## src/logic/loop_det_map.svh

```systemverilog
`ifndef LOOP_DET_MAP_SVH
`define LOOP_DET_MAP_SVH
// ----------------------------------------------------------------
// clock and time base
// ----------------------------------------------------------------
`define CLK_PERIOD_NS 50
`define TENTH_NS 100000000
`define TENTH_CYC (`TENTH_NS / `CLK_PERIOD_NS)
`define DEBOUNCE_NS 10000000
`define DEBOUNCE_CYC (`DEBOUNCE_NS / `CLK_PERIOD_NS)
// ----------------------------------------------------------------
// timing counts, in tenths of a second
// ----------------------------------------------------------------
`define FUNCTION_BUTTON_HOLD_S 3
`define FUNCTION_BUTTON_HOLD_T (`FUNCTION_BUTTON_HOLD_S * 10)
`define RESTORE_S 5
`define RESTORE_T (`RESTORE_S * 10)
`define TUNE_S 2
`define TUNE_T (`TUNE_S * 10)
`define FULL_SENS_S 30
`define FULL_SENS_T (`FULL_SENS_S * 10)
`define LIGHT_MIN 15
`define LIGHT_T (`LIGHT_MIN * 600)
`define BURST_S 1
`define BURST_T (`BURST_S * 10)
`define BURST_FLASHES 3
// ----------------------------------------------------------------
// register offsets and reset values
// ----------------------------------------------------------------
`define OFS_CONFIG 8'h00
`define OFS_DIAG 8'h04
`define OFS_STATUS 8'h08
`define OFS_FAILCNT 8'h0C
`define OFS_CTRL 8'h10
`define CONFIG_RST 32'h0036_0000
`define DIAG_RST 3'h0
`define CTRL_RESET_BIT 0
`endif

```

## src/logic/loop_det_pkg.sv

```systemverilog
package loop_det_pkg;
	// configuration word, software writable
	typedef struct packed {
		logic [3:0] pad;
		logic green_comp_en;
		logic noise_off;
		logic ext_green_only;
		logic dis_type;
		logic dis_en;
		logic [2:0] freq;
		logic [3:0] sens;
		logic [7:0] delay;
		logic [7:0] ext;
	} cfg_t;
	// diagnostic options that survive a soft reset other than restore
	typedef struct packed {
		logic audible;
		logic delta_disp;
		logic ind_disp;
	} diag_t;
endpackage

```

## src/logic/loop_detector_call_control.sv

```systemverilog
`timescale 1ns/1ns
`include "loop_det_map.svh"
module loop_detector_call_control #(
	parameter int TENTH_CYC = `TENTH_CYC,
	parameter int DEBOUNCE_CYC = `DEBOUNCE_CYC,
	parameter int FAIL_CNT_W = 16
) (
	// clock and reset
	input wire logic pclk,
	input wire logic presetn,
	// apb slave
	input wire logic psel,
	input wire logic penable,
	input wire logic pwrite,
	input wire logic [7:0] paddr,
	input wire logic [31:0] pwdata,
	output logic [31:0] prdata,
	output logic pready,
	output logic pslverr,
	// front panel and controller pins
	input wire logic [2:0] buttons,
	input wire logic phase_green,
	// loop measurement, same clock
	input wire logic loop_occupied,
	input wire logic loop_fault_low,
	input wire logic loop_fault_high,
	// call and indicators
	output logic call_out,
	output logic detect_led,
	output logic backlight,
	output logic display_test,
	output logic loop_fail_msg,
	output logic fail_low,
	output logic fail_high,
	output logic restore_active,
	output logic [5:0] restore_left,
	output logic tuned,
	output logic full_sens,
	output logic green_comp,
	output logic audible,
	output logic retune
);
	generate
		if (TENTH_CYC < 1 || DEBOUNCE_CYC < 1 || FAIL_CNT_W < 1 || FAIL_CNT_W > 32) begin : g_chk
			$error("loop_detector_call_control: bad parameter");
		end
	endgenerate

	loop_det_pkg::cfg_t cfg_r;
	loop_det_pkg::diag_t diag_r;
	logic [31:0] tenth_cnt_r;
	logic tick_r;
	logic [3:0] raw_s1_r, raw_s2_r, deb_r;
	logic [31:0] deb_cnt_r [4];
	logic [2:0] btn, btn_d_r;
	logic green, occ_d_r, det_d_r, fail_d_r;
	logic [7:0] ext_r, dly_r;
	logic gap_r, discon_r, alert_r, det_rst_r;
	logic [3:0] burst_r;
	logic [FAIL_CNT_W-1:0] fail_cnt_r;
	logic [8:0] tune_r;
	logic [13:0] light_r;
	logic [4:0] hold_r;
	logic [5:0] rest_r;
	logic dis_mode, ext_hold, ext_allow, dly_start, det_now, det_fall, call_nxt, ext_run;
	logic occ_rise, fail_now, fail_rise, press, function_button_only, all3, two;
	logic function_button_fire, restore_fire, rst_req, burst_on;
	logic apb_setup, wr_en, cfg_reset;
	logic [31:0] rd_nxt;
	loop_det_pkg::cfg_t cfg_wr;

	// only the word offsets below answer; the rest signal pslverr
	function automatic logic is_mapped(input logic [7:0] a);
		return a == `OFS_CONFIG || a == `OFS_DIAG || a == `OFS_STATUS ||
			a == `OFS_FAILCNT || a == `OFS_CTRL;
	endfunction

	// ----------------------------------------------------------------
	// time base and input conditioning
	// ----------------------------------------------------------------
	// tenth-second tick
	always_ff @(posedge pclk or negedge presetn) begin
		if (!presetn) begin
			tenth_cnt_r <= 32'h0000_0000;
			tick_r <= 1'b0;
		end else if (tenth_cnt_r == 32'(TENTH_CYC - 1)) begin
			tenth_cnt_r <= 32'h0000_0000;
			tick_r <= 1'b1;
		end else begin
			tenth_cnt_r <= tenth_cnt_r + 32'h0000_0001;
			tick_r <= 1'b0;
		end
	end

	always_ff @(posedge pclk or negedge presetn) begin
		if (!presetn) begin
			raw_s1_r <= 4'h0;
			raw_s2_r <= 4'h0;
		end else begin
			raw_s1_r <= {phase_green, buttons};
			raw_s2_r <= raw_s1_r;
		end
	end

	// debounce: a level must hold steady for the whole window
	for (genvar i = 0; i < 4; i++) begin : g_deb
		always_ff @(posedge pclk or negedge presetn) begin
			if (!presetn) begin
				deb_cnt_r[i] <= 32'h0000_0000;
				deb_r[i] <= 1'b0;
			end else if (raw_s2_r[i] == deb_r[i]) begin
				deb_cnt_r[i] <= 32'h0000_0000;
			end else if (deb_cnt_r[i] == 32'(DEBOUNCE_CYC - 1)) begin
				deb_cnt_r[i] <= 32'h0000_0000;
				deb_r[i] <= raw_s2_r[i];
			end else begin
				deb_cnt_r[i] <= deb_cnt_r[i] + 32'h0000_0001;
			end
		end
	end

	assign btn = deb_r[2:0];
	assign green = deb_r[3];

	// edge history
	always_ff @(posedge pclk or negedge presetn) begin
		if (!presetn) begin
			btn_d_r <= 3'h0;
			occ_d_r <= 1'b0;
			det_d_r <= 1'b0;
			fail_d_r <= 1'b0;
		end else begin
			btn_d_r <= btn;
			occ_d_r <= loop_occupied;
			det_d_r <= det_now;
			fail_d_r <= fail_now;
		end
	end

	// ----------------------------------------------------------------
	// call path
	// ----------------------------------------------------------------
	// green overrides delay and enables disconnect
	always_comb begin
		occ_rise = loop_occupied & !occ_d_r;
		fail_now = loop_fault_low | loop_fault_high;
		fail_rise = fail_now & !fail_d_r;
		dis_mode = cfg_r.dis_en & green;
		// type off holds; type on: timer does not hold the call
		ext_hold = !(dis_mode & cfg_r.dis_type);
		ext_allow = dis_mode | !(cfg_r.ext_green_only & !green);
		dly_start = occ_rise & (cfg_r.delay != 8'h00) & !green;
		det_now = tuned & loop_occupied & !dly_start & ((dly_r == 8'h00) | green);
		det_fall = det_d_r & !det_now;
		// counts the loading cycle too, so the call has no gap as detection ends
		ext_run = (ext_r != 8'h00) | (det_fall & ext_allow & (cfg_r.ext != 8'h00));
		call_nxt = fail_now | (!discon_r & (det_now | (ext_hold & ext_run)));
	end

	always_ff @(posedge pclk or negedge presetn) begin
		if (!presetn) begin
			dly_r <= 8'h00;
		end else if (det_rst_r || green || !loop_occupied) begin
			dly_r <= 8'h00;
		end else if (dly_start) begin
			dly_r <= cfg_r.delay;
		end else if (tick_r && dly_r != 8'h00) begin
			dly_r <= dly_r - 8'h01;
		end
	end

	// extension counts down from full value in tenths
	always_ff @(posedge pclk or negedge presetn) begin
		if (!presetn) begin
			ext_r <= 8'h00;
		end else if (det_rst_r || det_now) begin
			ext_r <= 8'h00;
		end else if (det_fall && ext_allow) begin
			ext_r <= cfg_r.ext;
		end else if (tick_r && ext_r != 8'h00) begin
			ext_r <= ext_r - 8'h01;
		end
	end

	// gap timing after each detection under green
	always_ff @(posedge pclk or negedge presetn) begin
		if (!presetn) begin
			gap_r <= 1'b0;
		end else if (!dis_mode || det_now || discon_r) begin
			gap_r <= 1'b0;
		end else if (det_fall) begin
			gap_r <= 1'b1;
		end
	end

	// suppression lifted as soon as green ends
	always_ff @(posedge pclk or negedge presetn) begin
		if (!presetn) begin
			discon_r <= 1'b0;
		end else if (!dis_mode) begin
			discon_r <= 1'b0;
		end else if (gap_r && ext_r == 8'h00 && !det_now) begin
			discon_r <= 1'b1;
		end
	end

	// call, led and side outputs
	always_ff @(posedge pclk or negedge presetn) begin
		if (!presetn) begin
			call_out <= 1'b0;
			detect_led <= 1'b0;
			green_comp <= 1'b0;
			audible <= 1'b0;
		end else begin
			call_out <= call_nxt;
			// led shows the alert burst while latched, else call, timing or fault
			detect_led <= alert_r ? burst_on :
				(call_nxt | (dly_r != 8'h00) | (ext_hold & ext_run) | fail_now);
			green_comp <= cfg_r.green_comp_en & green & call_out;
			// actual occupancy only, timing ignored
			audible <= diag_r.audible & loop_occupied;
		end
	end

	// ----------------------------------------------------------------
	// loop fault monitor
	// ----------------------------------------------------------------
	// message follows the fault; type shown; clears when the fault heals
	always_ff @(posedge pclk or negedge presetn) begin
		if (!presetn) begin
			loop_fail_msg <= 1'b0;
			fail_low <= 1'b0;
			fail_high <= 1'b0;
		end else begin
			loop_fail_msg <= fail_now;
			fail_low <= loop_fault_low;
			fail_high <= loop_fault_high;
		end
	end

	// alert latch, a new failure wins over a reset
	always_ff @(posedge pclk or negedge presetn) begin
		if (!presetn) begin
			alert_r <= 1'b0;
			burst_r <= 4'h0;
		end else begin
			if (fail_rise) begin
				alert_r <= 1'b1;
			end else if (det_rst_r) begin
				alert_r <= 1'b0;
			end
			if (fail_rise || (tick_r && burst_r == 4'(`BURST_T - 1))) begin
				burst_r <= 4'h0;
			end else if (tick_r) begin
				burst_r <= burst_r + 4'h1;
			end
		end
	end

	assign burst_on = (burst_r < 4'(2 * `BURST_FLASHES)) & !burst_r[0];

	always_ff @(posedge pclk or negedge presetn) begin
		if (!presetn) begin
			fail_cnt_r <= '0;
		end else if (det_rst_r) begin
			fail_cnt_r <= fail_rise ? FAIL_CNT_W'(1) : '0;
		end else if (fail_rise && fail_cnt_r != '1) begin
			fail_cnt_r <= fail_cnt_r + FAIL_CNT_W'(1);
		end
	end

	// ----------------------------------------------------------------
	// tuning, panel gestures and backlight
	// ----------------------------------------------------------------
	// tuning milestones after any reset
	always_ff @(posedge pclk or negedge presetn) begin
		if (!presetn) begin
			tune_r <= 9'h000;
			tuned <= 1'b0;
			full_sens <= 1'b0;
			retune <= 1'b0;
		end else begin
			retune <= det_rst_r;
			tuned <= tune_r >= 9'(`TUNE_T);
			full_sens <= tune_r == 9'(`FULL_SENS_T);
			if (det_rst_r) begin
				tune_r <= 9'h000;
			end else if (tick_r && tune_r != 9'(`FULL_SENS_T)) begin
				tune_r <= tune_r + 9'h001;
			end
		end
	end

	always_comb begin
		press = |(btn & ~btn_d_r);
		function_button_only = btn == 3'h1;
		all3 = &btn;
		two = (btn == 3'h3) | (btn == 3'h5) | (btn == 3'h6);
		function_button_fire = function_button_only & tick_r & (hold_r == 5'(`FUNCTION_BUTTON_HOLD_T - 1));
		restore_fire = all3 & tick_r & (rest_r == 6'(`RESTORE_T - 1));
		rst_req = cfg_reset | function_button_fire | restore_fire |
			(wr_en && paddr == `OFS_CTRL && pwdata[`CTRL_RESET_BIT]);
	end

	// function hold and restore timers, release aborts
	always_ff @(posedge pclk or negedge presetn) begin
		if (!presetn) begin
			hold_r <= 5'h00;
			rest_r <= 6'h00;
		end else begin
			if (!function_button_only) begin
				hold_r <= 5'h00;
			end else if (tick_r && hold_r != 5'(`FUNCTION_BUTTON_HOLD_T)) begin
				hold_r <= hold_r + 5'h01;
			end
			// any early release restarts the countdown
			if (!all3) begin
				rest_r <= 6'h00;
			end else if (tick_r && rest_r != 6'(`RESTORE_T)) begin
				rest_r <= rest_r + 6'h01;
			end
		end
	end

	// panel outputs
	always_ff @(posedge pclk or negedge presetn) begin
		if (!presetn) begin
			restore_active <= 1'b0;
			restore_left <= 6'h00;
			display_test <= 1'b0;
			det_rst_r <= 1'b0;
		end else begin
			restore_active <= all3;
			restore_left <= all3 ? 6'(`RESTORE_T) - rest_r : 6'h00;
			// two buttons light all segments; three take over
			display_test <= two & !all3;
			det_rst_r <= rst_req;
		end
	end

	// backlight lasts from the last press
	always_ff @(posedge pclk or negedge presetn) begin
		if (!presetn) begin
			light_r <= 14'h0000;
			backlight <= 1'b0;
		end else begin
			backlight <= press | (light_r != 14'h0000);
			if (press) begin
				light_r <= 14'(`LIGHT_T);
			end else if (tick_r && light_r != 14'h0000) begin
				light_r <= light_r - 14'h0001;
			end
		end
	end

	// ----------------------------------------------------------------
	// apb register file
	// ----------------------------------------------------------------
	always_comb begin
		apb_setup = psel & !penable;
		wr_en = psel & penable & pready & pwrite & is_mapped(paddr);
		cfg_wr = pwdata;
		cfg_wr.pad = 4'h0;
		// sensitivity, frequency or filter change resets
		cfg_reset = wr_en && paddr == `OFS_CONFIG && (cfg_wr.sens != cfg_r.sens ||
			cfg_wr.freq != cfg_r.freq || cfg_wr.noise_off != cfg_r.noise_off);
		case (paddr)
			`OFS_CONFIG: rd_nxt = cfg_r;
			`OFS_DIAG: rd_nxt = {29'h0000_0000, diag_r};
			`OFS_STATUS: rd_nxt = {23'h00_0000, green, discon_r, full_sens, tuned,
				alert_r, fail_high, fail_low, loop_fail_msg, call_out};
			`OFS_FAILCNT: rd_nxt = 32'(fail_cnt_r);
			default: rd_nxt = 32'h0000_0000;
		endcase
	end

	// one wait-free access phase: pready rises in the cycle after setup
	always_ff @(posedge pclk or negedge presetn) begin
		if (!presetn) begin
			pready <= 1'b0;
			pslverr <= 1'b0;
			prdata <= 32'h0000_0000;
		end else if (apb_setup) begin
			pready <= 1'b1;
			pslverr <= !is_mapped(paddr);
			prdata <= pwrite ? 32'h0000_0000 : rd_nxt;
		end else begin
			pready <= 1'b0;
			pslverr <= 1'b0;
		end
	end

	// soft resets other than restore keep diagnostics, restore and power reset clear them
	always_ff @(posedge pclk or negedge presetn) begin
		if (!presetn) begin
			cfg_r <= `CONFIG_RST;
			diag_r <= `DIAG_RST;
		end else if (restore_fire) begin
			cfg_r <= `CONFIG_RST;
			diag_r <= `DIAG_RST;
		end else if (wr_en && paddr == `OFS_CONFIG) begin
			cfg_r <= cfg_wr;
		end else if (wr_en && paddr == `OFS_DIAG) begin
			diag_r <= pwdata[2:0];
		end
	end
endmodule // loop_detector_call_control

```

## config.mk

```make
export PLATFORM = sky130hd
export DESIGN_NAME = loop_detector_call_control
export DESIGN_NICKNAME = d
export VERILOG_FILES = /design/src/logic/loop_det_pkg.sv /design/src/logic/loop_detector_call_control.sv
export VERILOG_INCLUDE_DIRS = /design/src /design/src/logic
export SDC_FILE = /design/constraint.sdc
export NUM_CORES = 1
export LEC_CHECK = 0
export BUFFER_PORTS_ARGS = -buffer_cell sky130_fd_sc_hd__buf_2
export CELL_PAD_IN_SITES_DETAIL_PLACEMENT = 0
export CELL_PAD_IN_SITES_GLOBAL_PLACEMENT = 2
export CORE_MARGIN = 4
export CORE_UTILIZATION = 40
export DETAILED_ROUTE_END_ITERATION = 6
export GPL_TIMING_DRIVEN = 0
export PLACE_DENSITY = 0.77
export SYNTH_ARGS = -nofsm -noshare
export SYNTH_HDL_FRONTEND = slang
export SYNTH_SLANG_ARGS = --single-unit
```

## constraint.sdc

```tcl
create_clock -name pclk -period 2.5 [get_ports pclk]
set_clock_uncertainty 0.05 [all_clocks]
set_input_delay 0.125 -clock pclk [delete_from_list [all_inputs] [get_ports pclk]]
set_output_delay 0.125 -clock pclk [all_outputs]
set_load 0.02 [all_outputs]
```

==> results.tsv <==
metric	value	unit
clk_lat worst skew	0.56	ns
CTS tree	built	
worst-case register-to-register setup slack	0.21	ns
area grow syn2layout	18.42	%
post-route cell area	19160	µm²
Slew Limit Fails	0	
non-filler cells, final	2348	
maximum VDD drop	488.5	µV
type of origin of the critical path	flip-flop	
critical path arrival	2.72	ns
# fillers	3806	
Tcrit/Tclk final	91.50	%
Slew HR	17.86	%
die height	209.1	µm
first-pass GRT wire length	65.63	mm
clock slew at reported path FFs	0.06	ns
io pins	105	
Root Buffer	clkbuf_16	
Initial DRC Count	618	
outcome	finished clean	
mux cell area share after synthesis	2.808	%
commonest non-fill, non-tap cell in the layout	dfrtp_1	
Reg2Reg Launch Point	deb_cnt_r[6]	
Util after Layout	48.11	%
initial core utilization	40.62	%
PwrDens	614.8	nW/µm²
Hold Crit Endpoint	prdata[5]	
Routed WL	38.54	mm
sw frac	22.74	%
hold depth	5	
Inst Count DP	2237	
die footprint	43720	µm²
Comb power frac	4.2	%
synthesized area per cell	10.04	µm²
largest family of logic cells by synthesized area	simple AND/OR/NAND/NOR gates	
TritonCTS buffer count	40	
vias per inst	5.174	
ys flop type	dfrtp_1	
Post-Synthesis Cells	1612	
HPWL after DPL	26.48	mm
element type at the critical path end	flip-flop	
commonest non-fill, non-tap cells in the layout	dfrtp_1, nor2_1, nand2_1, xor2_1, buf_2	
Tmin final	2.288	ns
xor and xnor fraction of the mapped netlist area	10.72	%
Max clock buf depth	3	
largest net degree at the start of global routing	102	
actual slew at the worst max-slew pin	1.221	ns
Max-Cap Viols	0	
Syn Std Cell Area	16180	µm²
unique cell type count in the Yosys netlist	73	
final setup fails	0	
compound-gate portion of the synthesized area	5.716	%
antenna cells	0	
unrepaired setup endpoints after global routing	no	
internal power	9099	µW
clock tree sinks	332	
worst hold start	paddr[5]	
Critical Path RT	2.93	ns
total power	11780	µW
vias in the first global route	12305	
net switching power	2678	µW
register area share after synthesis	51.39	%
Total Routing Usage GR	17.89	%
Min-Delay Path Class	input port to flip-flop	
Setup Fix Bufs, Post-CTS	0	
PortBufs	94	
Reg2Reg Depth	5	
CTS H-tree lvls	2	
initial antenna violation count	0	
final hold vios	0	
RD Place Congestion	0.7821	
fin nets	1869	
final antenna-violating net count	0	
clock share of power	49.0	%
post-synthesis adder-cell area fraction	1.547	%
total number of vias	12149	
FF-to-FF End	deb_cnt_r[13]	
Synth warnings	0	
leakage	0.008758	µW
Peak Freq	437.1	MHz
drc violations	0	
core area	39820	µm²
register bit count reported by yosys	332	
post-synthesis async set-or-reset flop share	100.0	%
Post-synth EDFFs	0	
Worst Setup Path Type	flip-flop to flip-flop	
Reg power frac	46.8	%
critical path peak fanout	6	
Post-DP Area	17410	µm²
drt pass-1 iters	4	
post-DR wirelength/cell	16.41	µm
num rows	73	
Die X	209.1	µm
layout cell share with drive strength beyond 1	12.95	%
GR Overflow Total	0	
Synth Area in Simple Gates	24.69	%
layer usage:
layer  up-vias  track usage (%)  part of all wire (%)
met1      5886            26.77                    50
li1       6020                -                     -
met5         -                0                     0
met2       195            27.28                    44
met4         0            4.073                   1.8
met3        48            3.198                   4.0
area by class of cell:
class / instances / area (µm²) / area share [%]
clock inverters: 14 / 160.2 / 0.8360
inverters: 39 / 146.4 / 0.7642
flip-flops and latches: 332 / 8313 / 43.39
clock buffers: 54 / 1125 / 5.872
multi-input cells: 1185 / 7405 / 38.65
well taps: 525 / 656.9 / 3.429
repair buffers: 140 / 993.5 / 5.186
plain buffers: 59 / 357.8 / 1.868
synth_stat cells, types with 6 or more instances:
cell type | instances | area share, %
a22oi_1 | 13 | 0.60
buf_4 | 11 | 0.51
nand2_1 | 118 | 2.7
nor2_1 | 263 | 6.1
nor2b_1 | 6 | 0.23
inv_1 | 39 | 0.90
xor2_1 | 118 | 6.4
nand3_1 | 99 | 3.1
nor4_1 | 44 | 1.7
nand4_1 | 74 | 2.9
nor3_1 | 38 | 1.2
mux2i_1 | 33 | 2.0
and3_1 | 25 | 0.97
buf_2 | 10 | 0.31
xnor2_1 | 80 | 4.3
and2_1 | 9 | 0.35
dfrtp_1 | 328 | 51
a211oi_1 | 14 | 0.65
ha_1 | 20 | 1.5
clkbuf_1 | 26 | 0.60
or2_2 | 6 | 0.23
and4_1 | 15 | 0.81
o21ai_0 | 41 | 1.3
nor4b_1 | 9 | 0.49
a21oi_1 | 37 | 1.1
a31oi_1 | 6 | 0.23
nor3b_1 | 6 | 0.28
or3_1 | 16 | 0.62
a22o_1 | 15 | 0.81
power by group through the flow:
stage                     Clock (µW)  Combinational, µW  Sequential [µW]
after floorplan                    0                206             5590
after global placement             0                432             5610
after detailed placement           0                453             5610
after CTS                       5970                507             5520
after global routing            6190                564             5520
final                           5770                492             5520
how the worst max path moves through the flow:
stage,from,endpoint,slack [ns],cells past startpoint
2_1_floorplan,deb_cnt_r[0],deb_cnt_r[24],0.60,8
3_3_place_gp,presetn,deb_cnt_r[55],-5.46,1
3_5_place_dp,rest_r[2],cfg_r[12],-0.07,6
4_1_cts,tick_r,cfg_r[20],0.02,4
5_1_grt,deb_cnt_r[64],deb_cnt_r[72],0.0004,8
6_report,deb_cnt_r[6],deb_cnt_r[13],0.21,5
state kept, by name, summed over array words and instances (netlist names), 3 cells and up:
| name | count |
|---|---|
| diag_r | 3 |
| tenth_cnt_r | 32 |
| tune_r | 9 |
| prdata | 28 |
| ext_r | 8 |
| rest_r | 6 |
| btn | 3 |
| cfg_r | 28 |
| restore_left | 6 |
| burst_r | 4 |
| fail_cnt_r | 16 |
| hold_r | 5 |
| btn_d_r | 3 |
| raw_s2_r | 4 |
| deb_cnt_r | 128 |
| light_r | 14 |
| dly_r | 8 |
| raw_s1_r | 4 |
timing repair:
action | 4_1_cts | 5_1_grt
resized for setup | 1 | 6
hold buffers | 43 | 0
hold endpoints to repair | 377 | 0
setup endpoints to repair | 10 | 44
pin swaps | 0 | 0
cell families (layout without fill, tap and decap cells):
| logic type | count (synthesis) | after routing |
|---|---|---|
| and+or+nand+nor | 777 | 777 |
| DFF | 332 | 332 |
| xor gates and xnor gates | 198 | 198 |
| AOI/OAI and AO/OA | 145 | 145 |
| buffers and inverters | 98 | 306 |
| muxes | 41 | 41 |
| adders and majority gates | 20 | 20 |
| other | 1 | 4 |
worst max-delay path, stage by stage (launching register included):
cell and delay, ns:
dfrtp_1 0.43, nand4_1 0.22, nor4_1 1.03, nand4_1 0.21, xor2_1 0.19, nor2_1 0.10
stage by stage:
| step | TNS, ns | setup slack (ns) | hold WS [ns] |
|---|---|---|---|
| 2_1_floorplan | 0 | 0.6025 | -0.2206 |
| 3_3_place_gp | -1792.03 | -5.455 | 0.1833 |
| 3_5_place_dp | -0.5932 | -0.07174 | -0.01678 |
| 4_1_cts | 0 | 0.02473 | 0.04964 |
| 5_1_grt | 0 | 0.0004234 | 0.08566 |
| 6_report | 0 | 0.2124 | 0.07390 |
Note: power is estimated with default switching activity, not from simulation.
